`config.mk`:
```
export PLATFORM = sky130hd
export DESIGN_NAME = fti_fan_monitor
export DESIGN_NICKNAME = d
export VERILOG_FILES = /design/src/hw/fti_fan_counter.v /design/src/hw/fti_fan_monitor.v
export VERILOG_INCLUDE_DIRS = /design/src /design/src/include
export SDC_FILE = /design/constraint.sdc
export NUM_CORES = 1
export LEC_CHECK = 0
export ABC_AREA = 1
export BUFFER_PORTS_ARGS = -buffer_cell sky130_fd_sc_hd__buf_2
export CAP_MARGIN = 0
export CORE_MARGIN = 4
export CORE_UTILIZATION = 45
export DETAILED_ROUTE_END_ITERATION = 12
export PLACE_DENSITY = 0.74
export SKIP_LAST_GASP = 1
export SLEW_MARGIN = 5
export SYNTH_ARGS = -nofsm -noshare
export SYNTH_HDL_FRONTEND = slang
export SYNTH_SLANG_ARGS = --single-unit
```
`constraint.sdc`:
```
create_clock -name core_clk -period 4.9 [get_ports core_clk]
set_input_delay 0.245 -clock core_clk [delete_from_list [all_inputs] [get_ports core_clk]]
set_output_delay 0.245 -clock core_clk [all_outputs]
set_load 0.05 [all_outputs]
```
`src/include/fti_regs.vh`:
```
// register map, field positions and timing constants for the fan monitor
`ifndef FTI_REGS_VH
`define FTI_REGS_VH

// register offsets (byte addresses on the plain register port)
`define FTI_CFG_ADDR        8'h00
`define FTI_DIVID_ADDR      8'h04
`define FTI_FAN_A_VAL_ADDR  8'h08
`define FTI_FAN_B_VAL_ADDR  8'h0C
`define FTI_FAN_A_LIM_ADDR  8'h10
`define FTI_FAN_B_LIM_ADDR  8'h14
`define FTI_STAT_ADDR       8'h18
`define FTI_MASK_ADDR       8'h1C
`define FTI_INTR_CLR_ADDR   8'h20
`define FTI_STAT_MIR_ADDR   8'h24

// configuration register fields
`define FTI_CFG_START       0
`define FTI_CFG_INT_EN      1
`define FTI_CFG_INT_CLR     3

// divisor register: fan a in bits 5:4, fan b in bits 7:6
`define FTI_DIV_A_LSB       4
`define FTI_DIV_B_LSB       6
`define FTI_DIV_RESET       4'h5

// status bits
`define FTI_STAT_FAN_A      0
`define FTI_STAT_FAN_B      1
`define FTI_STAT_INTRUSION  2

// intrusion clear register bit
`define FTI_ICLR_BIT        7

// reset values
`define FTI_LIM_RESET       8'hFF
`define FTI_MASK_RESET      8'h00

// timing
`define FTI_OSC_HZ          22500
`define FTI_CLK_HZ          100000000
`define FTI_OSC_DIV         (`FTI_CLK_HZ / `FTI_OSC_HZ)
`define FTI_ICLR_MS         20
`define FTI_ICLR_CYC        ((`FTI_CLK_HZ / 1000) * `FTI_ICLR_MS)

`endif

```
`src/hw/fti_fan_counter.v`:
```
// period counter for one fan tachometer: three rising edges, saturating
`timescale 1ns/1ps
module fti_fan_counter #(
  parameter WIDTH = 8
) (
  // clock and reset
  input  wire             core_clk,
  input  wire             rst,
  // control
  input  wire             go,
  input  wire             oscTick,
  input  wire [1:0]       divSel,
  input  wire             tachRise,
  // result
  output reg              done,
  output reg  [WIDTH-1:0] count
);

  localparam [WIDTH-1:0] FULL = {WIDTH{1'b1}};

  reg [1:0] edgeCnt;
  reg       running;
  reg [2:0] preCnt;
  reg [2:0] preMax;

  // prescaler terminal value from the 2-bit divisor code
  always @* begin
    case (divSel)
      2'd0:    preMax = 3'd0;
      2'd1:    preMax = 3'd1;
      2'd2:    preMax = 3'd3;
      default: preMax = 3'd7;
    endcase
  end

  // arm on go, count between first and third rising edge
  always @(posedge core_clk or posedge rst) begin
    if (rst) begin
      edgeCnt <= 2'd0;
      running <= 1'b0;
      preCnt  <= 3'd0;
      count   <= {WIDTH{1'b0}};
      done    <= 1'b0;
    end else begin
      done <= 1'b0;
      if (go) begin
        edgeCnt <= 2'd0;
        running <= 1'b1;
        preCnt  <= 3'd0;
        count   <= {WIDTH{1'b0}};
      end else if (running) begin
        if (tachRise) begin
          edgeCnt <= edgeCnt + 2'd1;
          if (edgeCnt == 2'd2) begin
            running <= 1'b0;
            done    <= 1'b1;
          end
        end
        // prescaled oscillator gated while between edges
        if (edgeCnt != 2'd0 && oscTick) begin
          if (preCnt == preMax) begin
            preCnt <= 3'd0;
            if (count != FULL)
              count <= count + {{(WIDTH-1){1'b0}}, 1'b1};
          end else begin
            preCnt <= preCnt + 3'd1;
          end
        end
        // full scale ends the measurement early
        if (count == FULL && !(tachRise && edgeCnt == 2'd2)) begin
          running <= 1'b0;
          done    <= 1'b1;
        end
      end
    end
  end

endmodule // fti_fan_counter

```
`src/hw/fti_fan_monitor.v`:
```
// fan period monitor with limit status, interrupt and intrusion clear
//
// Local design decisions: the placing of the registers and the strobed register port.
`timescale 1ns/1ps
`include "fti_regs.vh"

// Overview of operation
// - gated oscillator period count, eight bits
// - start bit set, clear bit low starts
// - count from rising edge to second next
// - fans in turn, end at full scale
// - completed count stored, always readable
// - prescaler 1/2/4/8, default divide two
// - divisors in upper nibble of id register
// - fan fault when count exceeds limit
// - fan and analog start on same command
// - intrusion level raises interrupt status
// - intrusion status holds while input high
// - clear bit pulls pin low 20 ms
// - new value sets or clears status bit
// - mask bit one blocks status bit
// - unmasked status ORed to low interrupt
// - interrupt needs enable high, clear low
// - clear bit drops output, status kept
// - status read returns then clears
module fti_fan_monitor #(
  parameter        WIDTH     = 8,
  parameter [31:0] OSC_DIV   = `FTI_OSC_DIV,
  parameter [31:0] ICLR_CYC  = `FTI_ICLR_CYC
) (
  // clock and reset
  input  wire       core_clk,
  input  wire       rst,
  // register port
  input  wire [7:0] regAddr,
  input  wire [7:0] regWrData,
  input  wire       regWr,
  input  wire       regRd,
  output reg  [7:0] regRdData,
  // fan and voltage id inputs
  input  wire       tach_in_a,
  input  wire       tach_in_b,
  input  wire [3:0] voltage_id_low,
  // intrusion open-drain pin
  input  wire       intrusion_pin_in,
  output reg        intrusion_pin_out,
  output reg        intrusion_pin_oe,
  // interrupt and analog start
  output reg        int_n,
  output reg        analogStart
);

  localparam ST_IDLE = 3'b001;
  localparam ST_FANA = 3'b010;
  localparam ST_FANB = 3'b100;

  // sequencer state and host registers
  reg [2:0]  state;
  reg [7:0]  cfg;
  reg [3:0]  divSel;

  // measured values and their limits
  reg [7:0]  valA;
  reg [7:0]  valB;
  reg [7:0]  limA;
  reg [7:0]  limB;

  // status, its read-only mirror and the mask
  reg [2:0]  stat;
  reg [2:0]  statMir;
  reg [2:0]  mask;

  // intrusion pulse timer
  reg        iclrBit;
  reg [31:0] iclrCnt;

  // oscillator divider and tach edge history
  reg [31:0] oscCnt;
  reg        oscTick;
  reg        tachAq;
  reg        tachBq;

  // counter handshakes and results
  reg        goA;
  reg        goB;
  wire       doneA;
  wire       doneB;
  wire [7:0] cntA;
  wire [7:0] cntB;

  // register port address match, used by the config write, status read and intrusion clear decoders
  function hit;
    input [7:0] addr;
    input [7:0] target;
    begin
      hit = (addr == target);
    end
  endfunction

  wire running = cfg[`FTI_CFG_START] & ~cfg[`FTI_CFG_INT_CLR];
  wire wrCfg   = regWr && hit(regAddr, `FTI_CFG_ADDR);
  wire rdStat  = regRd && hit(regAddr, `FTI_STAT_ADDR);
  wire wrIclr  = regWr && hit(regAddr, `FTI_INTR_CLR_ADDR);

  // fault test: period counts, so a larger count means slower fan
  function fault;
    input [7:0] val;
    input [7:0] lim;
    begin
      fault = val > lim;
    end
  endfunction

  // 22.5 kHz tick from the core clock
  always @(posedge core_clk or posedge rst) begin
    if (rst) begin
      oscCnt  <= 32'd0;
      oscTick <= 1'b0;
    end else begin
      oscTick <= (oscCnt == OSC_DIV - 32'd1);
      if (oscCnt == OSC_DIV - 32'd1)
        oscCnt <= 32'd0;
      else
        oscCnt <= oscCnt + 32'd1;
    end
  end

  // previous tach levels for edge detection
  always @(posedge core_clk or posedge rst) begin
    if (rst) begin
      tachAq <= 1'b0;
      tachBq <= 1'b0;
    end else begin
      tachAq <= tach_in_a;
      tachBq <= tach_in_b;
    end
  end

  // one period counter per fan; each idles until its go pulse
  fti_fan_counter #(.WIDTH(WIDTH)) uCntA (
    .core_clk (core_clk),
    .rst      (rst),
    .go       (goA),
    .oscTick  (oscTick),
    .divSel   (divSel[1:0]),
    .tachRise (tach_in_a & ~tachAq),
    .done     (doneA),
    .count    (cntA)
  );

  fti_fan_counter #(.WIDTH(WIDTH)) uCntB (
    .core_clk (core_clk),
    .rst      (rst),
    .go       (goB),
    .oscTick  (oscTick),
    .divSel   (divSel[3:2]),
    .tachRise (tach_in_b & ~tachBq),
    .done     (doneB),
    .count    (cntB)
  );

  // fan sequencer: a then b, looping while running
  always @(posedge core_clk or posedge rst) begin
    if (rst) begin
      state       <= ST_IDLE;
      goA         <= 1'b0;
      goB         <= 1'b0;
      analogStart <= 1'b0;
    end else begin
      goA         <= 1'b0;
      goB         <= 1'b0;
      analogStart <= 1'b0;
      case (state)
        ST_IDLE: begin
          if (running) begin
            state       <= ST_FANA;
            goA         <= 1'b1;
            analogStart <= 1'b1;
          end
        end
        ST_FANA: begin
          if (!running)
            state <= ST_IDLE;
          else if (doneA) begin
            state <= ST_FANB;
            goB   <= 1'b1;
          end
        end
        ST_FANB: begin
          if (!running)
            state <= ST_IDLE;
          else if (doneB) begin
            state <= ST_FANA;
            goA   <= 1'b1;
          end
        end
        default: state <= ST_IDLE;
      endcase
    end
  end

  // host-writable configuration, divisor, limit and mask registers
  always @(posedge core_clk or posedge rst) begin
    if (rst) begin
      cfg    <= 8'h00;
      divSel <= `FTI_DIV_RESET;
      limA   <= `FTI_LIM_RESET;
      limB   <= `FTI_LIM_RESET;
      mask   <= 3'b000;
    end else begin
      if (wrCfg)
        cfg <= regWrData;
      if (regWr) begin
        case (regAddr)
          `FTI_DIVID_ADDR:     divSel <= regWrData[7:4];
          `FTI_FAN_A_LIM_ADDR: limA   <= regWrData;
          `FTI_FAN_B_LIM_ADDR: limB   <= regWrData;
          `FTI_MASK_ADDR:      mask   <= regWrData[2:0];
          default:             ;
        endcase
      end
    end
  end

  // values and status; a read clears, a same-cycle update wins
  always @(posedge core_clk or posedge rst) begin
    if (rst) begin
      valA    <= 8'h00;
      valB    <= 8'h00;
      stat    <= 3'b000;
      statMir <= 3'b000;
    end else begin
      if (rdStat)
        stat <= 3'b000;
      if (doneA && state == ST_FANA) begin
        valA                     <= cntA;
        stat[`FTI_STAT_FAN_A]    <= fault(cntA, limA);
        statMir[`FTI_STAT_FAN_A] <= fault(cntA, limA);
      end
      if (doneB && state == ST_FANB) begin
        valB                     <= cntB;
        stat[`FTI_STAT_FAN_B]    <= fault(cntB, limB);
        statMir[`FTI_STAT_FAN_B] <= fault(cntB, limB);
      end
      // level input: re-set every cycle the external latch holds
      if (intrusion_pin_in && !intrusion_pin_oe) begin
        stat[`FTI_STAT_INTRUSION]    <= 1'b1;
        statMir[`FTI_STAT_INTRUSION] <= 1'b1;
      end else if (!intrusion_pin_in) begin
        statMir[`FTI_STAT_INTRUSION] <= 1'b0;
      end
    end
  end

  // self-clearing pulse timer; a rewrite during the pulse is ignored
  always @(posedge core_clk or posedge rst) begin
    if (rst) begin
      iclrBit <= 1'b0;
      iclrCnt <= 32'd0;
    end else if (wrIclr && regWrData[`FTI_ICLR_BIT] && !iclrBit) begin
      iclrBit <= 1'b1;
      iclrCnt <= ICLR_CYC;
    end else if (iclrBit) begin
      if (iclrCnt == 32'd1)
        iclrBit <= 1'b0;
      iclrCnt <= iclrCnt - 32'd1;
    end
  end

  // pin drive, interrupt output and read data, all registered
  always @(posedge core_clk or posedge rst) begin
    if (rst) begin
      intrusion_pin_out <= 1'b0;
      intrusion_pin_oe  <= 1'b0;
      int_n             <= 1'b1;
      regRdData         <= 8'h00;
    end else begin
      intrusion_pin_out <= 1'b0;
      intrusion_pin_oe  <= iclrBit;
      // gating by enable and clear leaves status untouched
      int_n <= ~(|(stat & ~mask)
                 & cfg[`FTI_CFG_INT_EN]
                 & ~cfg[`FTI_CFG_INT_CLR]);
      regRdData <= 8'h00;
      if (regRd) begin
        case (regAddr)
          `FTI_CFG_ADDR:       regRdData <= cfg;
          `FTI_DIVID_ADDR:     regRdData <= {divSel, voltage_id_low};
          `FTI_FAN_A_VAL_ADDR: regRdData <= valA;
          `FTI_FAN_B_VAL_ADDR: regRdData <= valB;
          `FTI_FAN_A_LIM_ADDR: regRdData <= limA;
          `FTI_FAN_B_LIM_ADDR: regRdData <= limB;
          `FTI_STAT_ADDR:      regRdData <= {5'b00000, stat};
          `FTI_MASK_ADDR:      regRdData <= {5'b00000, mask};
          `FTI_INTR_CLR_ADDR:  regRdData <= {iclrBit, 7'b0000000};
          `FTI_STAT_MIR_ADDR:  regRdData <= {5'b00000, statMir};
          default:             regRdData <= 8'h00;
        endcase
      end
    end
  end

endmodule // fti_fan_monitor

```
---- Word-level counts from Yosys, hierarchy flattened ----
Index checks and enable logic that the tools add are counted.
operators by class
  order comparisons ....................... 2
  add/sub/neg operators ................... 8
  bitwise logic cells ..................... 11
  reductions and logical operators ........ 49
  equal/unequal tests ..................... 30
  mux-type cells .......................... 74
operators by type and width
  cell                                                count
  two-way mux 32 bit                                  3
  two-way mux 8 bit                                   11
  case mux 8 bit (10 select lines)                    1
  two-way mux 3 bit                                   14
  two-way mux 1 bit                                   35
  adder 32 x 1 -> 32 bit, second input constant       1
  == test 32 x 1 -> 1 bit, second input constant      1
  == test 32 x 13 -> 1 bit, second input constant     1
  == test 8 x 5 -> 1 bit, second input constant       4
  nonzero test 2 bit                                  16
  subtractor 32 x 1 -> 32 bit, second input constant  1
  case mux 3 bit (3 select lines)                     3
  adder 8 x 1 -> 8 bit, second input constant         2
  == test 8 x 4 -> 1 bit, second input constant       2
  == test 8 x 6 -> 1 bit, second input constant       2
  == test 8 bit, second input constant                2
  greater-than comparator 8 bit                       2
  != test 8 bit, second input constant                2
  AND reduction 2 bit                                 8
  logical AND 1 bit                                   14
  two-way mux 2 bit                                   6
  == test 2 bit, second input constant                4
  == test 8 x 3 -> 1 bit, second input constant       1
  logical NOT 8 bit                                   1
  other kinds (20)                                    37
storage, ports and cells
  output and inout port bits .............. 12
  register bits after elaboration ......... 167
  word-level logic and storage cells ...... 210
  input bits .............................. 27

---- Depth between registers and ports, before layout ----
  depth in word-level cells ............... 8
  mapped depth ............................ 10
  gate-level depth less buffers ........... 10

---- Cells and area by module ----
Synthesis repeated with hierarchy kept, for this count alone.
second synthesis, totals
  cells, all modules ...................... 1291
  area, all modules ....................... 9651.8 µm²
modules (own cells, without submodules)
  module           cells each  instances  area each (µm²)
  fti_fan_monitor  1019        1          7692.4
  fti_fan_counter  136         2          979.7

---- Worst setup path after synthesis ----
No wires, ideal clock.
  kind .................................... flip-flop to flip-flop
  from .................................... register limA[1]
  to ...................................... register statMir[0]
  path buffers ............................ 0
  setup time .............................. 0.119 ns
  required time ........................... 4.781 ns
  cell stages (with the launch flop) ...... 11
  arrival time ............................ 1.349 ns
  path slack .............................. 3.432 ns
  cells stage by stage .................... dfstp_2 inv_1 ha_1 inv_1 nor2_1 o21ai_0 nand2_1 nand2_1 o211ai_1 nand3_1 nand2_1
on the way
  cells in the longest elaborated chain, start to end .. 1
ends and longest elaborated chain
  what                           line                   RTL
  start, declared                fti_fan_monitor.v:65   reg [7:0] limA;
  start signal, assigned         fti_fan_monitor.v:207  limA <= `FTI_LIM_RESET;
  start signal, assigned         fti_fan_monitor.v:216  `FTI_FAN_A_LIM_ADDR: limA <= regWrData;
  greater-than comparator 8 bit  fti_fan_monitor.v:110  fault = val > lim;
  end signal, assigned by index  fti_fan_monitor.v:238  statMir[`FTI_STAT_FAN_A] <= fault(cntA, limA);
  end signal, assigned by index  fti_fan_monitor.v:243  statMir[`FTI_STAT_FAN_B] <= fault(cntB, limB);
  end, declared                  fti_fan_monitor.v:70   reg [2:0] statMir;
No other way between the ends.
A chain may end at the register's enable or synchronous reset.

---- Worst setup path after layout ----
  from .................................... register iclrBit
  to ...................................... register iclrCnt[12]
on the way
  cells in the longest elaborated chain, start to end .. 3
  elaborated cells between the ends (all ways) .. 4
  classes of those cells .................. 1 x mux; 3 x reduce/logical
ends and longest elaborated chain
  what                                                             line                   RTL
  start, declared                                                  fti_fan_monitor.v:74   reg iclrBit;
  start signal, assigned                                           fti_fan_monitor.v:258  iclrBit <= 1'b0;
  start signal, assigned                                           fti_fan_monitor.v:261  iclrBit <= 1'b1;
  start signal, assigned                                           fti_fan_monitor.v:265  iclrBit <= 1'b0;
  logical NOT 1 bit                                                fti_fan_monitor.v:260  end else if (wrIclr && regWrData[`FTI_ICLR_BIT] && !iclrBit) begin
  logical AND 1 bit                                                fti_fan_monitor.v:260
  two-way mux 32 bit / nonzero test 2 bit (equally long branches)  -
  end signal, assigned                                             fti_fan_monitor.v:266  iclrCnt <= iclrCnt - 32'd1;
  end, declared                                                    fti_fan_monitor.v:75   reg [31:0] iclrCnt;
Several ways; a longest one is shown, not always the timed one.

==> impl_results.md <==
* Clock Latency Late Sink at 0.42 ns
* DR iter-0 viols at 574
* Post-Syn Area at 9492 µm²
* Vias in the first global route at 7,663
* Setup crit start kind: flop
* Synth Register Bits at 167
* Synth top area share at 0.3876
* Setup ws final at 3.115 ns
* Setup-failing EPs final at 0
* Setup CP Type: reg2reg
* GP Congestion at 0.9370
* Pre-CTS WS at 3.113 ns
* Final worst path period share at 0.3642
* Area Growth Syn to Fin at 11.31%
* Vias at 7,938
* Num ports at 39
* Min-delay worst type: in2reg
* Total GRT Usage at 0.1884
* Asr flop ratio synth at 1.000
* First-pass GRT wire length at 37.03 mm
* Status: completed
* Worst R2R Path Depth at 7
* Core area at 20,490 µm²
* Via density at 5.158
* Die X-Extent at 153.2 µm
* CP Max Fanout at 13
* Residual DRC at 0
* Clock skew at 0.01133 ns
* Reg2reg end: iclrCnt[12]
* Worst Setup End Kind: flop
* Worst VDD drop at 0.2309 mV
* Leak Pwr at 5.077 nW
* Detailed placement HPWL at 15.87 mm
* Placed Cells at 1,504
* Final Hold Vio Count at 0
* Least-Margin Pin Slew at 0.7520 ns
* Area leader, netlist: dfrtp_1
* Final core utilization at 0.5155
* CTS Buffer Depth at 2
* RSZ-0062 raised after global routing: false
* R2R setup slack at 3.12 ns
* Ys flop type: dfrtp_1
* Clock net sink count at 167
* H-tree depth at 4
* Share of layout cells above drive strength 1 at 0.1411
* Yosys cell types at 52
* Area occupied by multi-input gates at 4492 µm²
* Chip height at 153.2 µm
* Top cells by count, synth: nand2_1 (306), inv_1 (175), dfrtp_1 (147)
* Worst r2r src: iclrBit
* Ys Warns at 0
* Fin crit period at 1.785 ns
* Final #Nets at 1,310
* Synth Area per Inst at 7.844 µm²
* # diodes at 0
* Rows at 52
* Total setup buffers inserted after CTS at 0
* Most frequent cell after synthesis: nand2_1
* Slew Limit Fails at 0
* Cells after synthesis at 1,210
* Critical path origin: iclrBit
* Cell area after layout at 10,570 µm²
* Syn nets at 1,264
* Die area at 23,480 µm²
* Register area share after synthesis at 0.4429
* Max-slew headroom at the worst pin at 0.4968
* WHS at 0.03178 ns
* DR WL/cell at 13.93 µm
* CTS tree: built
* Root Buffer: clkbuf_16
* Setup TNS at 0 ns
* IO Port Bufs at 37
* Top post-synthesis cells by area: dfrtp_1 (39%), nand2_1 (12%), inv_1 (6.9%)
* Largest net degree at the start of global routing at 60
* Initial Utilization at 0.4631
* Max frequency at 560.4 MHz
* Finished Layout Cells at 1,539
* Setup crit end: iclrCnt[12]
* Total power draw at 2.968 mW
* Critical path arrival at 2.09 ns
* EDFF count, synth at 0
* Routed Antenna Nets at 0
* Number of CTS-inserted buffers at 17
* Fill count at 1,928
* Clock-pin slew on the worst setup and hold paths at 0.06 ns
* Placed instance area at 9935 µm²
* PwrDens at 280.9 nW/µm²
* Max-cap viol count at 0
* Final wirelength at 21.44 mm
* Initial antenna violation count at 0
* DRT Pass-1 Iters at 5
* Worst Path Required at 5.20 ns
* Register area at 4204 µm²
* Grt total ovfl at 0
==> metal layers <==
metal	share of wire	track usage	vias to the layer above
met3	0.049	0.03251	46
li1	-	-	3977
met5	0	0	-
met4	0.023	0.05982	0
met2	0.46	0.3015	225
met1	0.46	0.2622	3690
==> cell families (layout without fill, tap and decap cells) <==
family,count (synthesis),in the layout,synth area share
flip-flops,167,167,0.4429
AO/OA/AOI/OAI,127,127,0.07778
other,1,1,0.0003951
multiplexers,2,2,0.002373
adder cells (fa/ha/maj),27,27,0.03559
AND/OR/NAND/NOR,654,654,0.3276
buffers and inverters,200,259,0.08384
XOR/XNOR,32,32,0.02953
==> repair_timing <==
item	CTS	global route
hold buffers	3	0
setup endpoints to repair	0	0
gates resized for setup	0	0
endpoints found under the hold margin	56	0
==> registers in the layout, summed over array words and instances (netlist names), 4 cells and up <==
| name | cells |
|---|---|
| divSel | 4 |
| regRdData | 8 |
| valB | 8 |
| limA | 8 |
| iclrCnt | 32 |
| uCntB.count | 8 |
| uCntA.count | 8 |
| oscCnt | 32 |
| valA | 8 |
| limB | 8 |
| cfg | 8 |
==> layout by cell type, fill, tap and decap left out, types with 17 or more instances in the layout <==
cell	Yosys	layout
nand4_1	33	33
inv_1	175	174
dfstp_2	20	20
o21ai_1	24	24
nand2_1	306	306
a21oi_1	21	21
buf_2	5	37
dfrtp_1	147	147
ha_1	27	27
nor3_1	26	26
clkbuf_16	0	17
o21ai_0	46	46
xor2_1	26	26
nand3_1	86	86
nor2_1	130	130
==> power by group <==
part | internal [mW] | total (mW) | leakage, nW | switching, mW
Clock | 0.807 | 1.37 | 0.293 | 0.561
Combinational | 0.0502 | 0.165 | 2.71 | 0.115
Sequential | 1.42 | 1.43 | 2.07 | 0.0197
Total | 2.27 | 2.97 | 5.08 | 0.695
==> critical path, stage by stage (launching register included) <==
cell     delay, ns
dfrtp_1       0.63
nand2_1       0.12
nor3_2        0.26
nand2_1       0.12
nor2_1        0.25
nand2_1       0.13
nand3_2       0.07
o21ai_1       0.07
==> how the worst min path moves through the flow <==
stage,slack [ns],end,depth (start not counted),start
after floorplan,0.28,tachAq,0,tach_in_a
after global placement,0.33,oscCnt[31],2,rst
after detailed placement,0.34,oscCnt[31],2,rst
after CTS,0.02,statMir[2],3,intrusion_pin_in
after global routing,0.08,statMir[2],3,intrusion_pin_in
final,0.03,statMir[2],3,intrusion_pin_in
==> final cells by class <==
cell class                      count  share of cell area
Multi-Input combinational cell    843              0.4252
Sequential cell                   167              0.3979
Inverter                          185             0.06632
Clock buffer                       22             0.04583
Tap cell                          270             0.03198
Timing Repair Buffer               42             0.02179
Clock inverter                     10             0.01101
(Power assumes the default switching activity.)
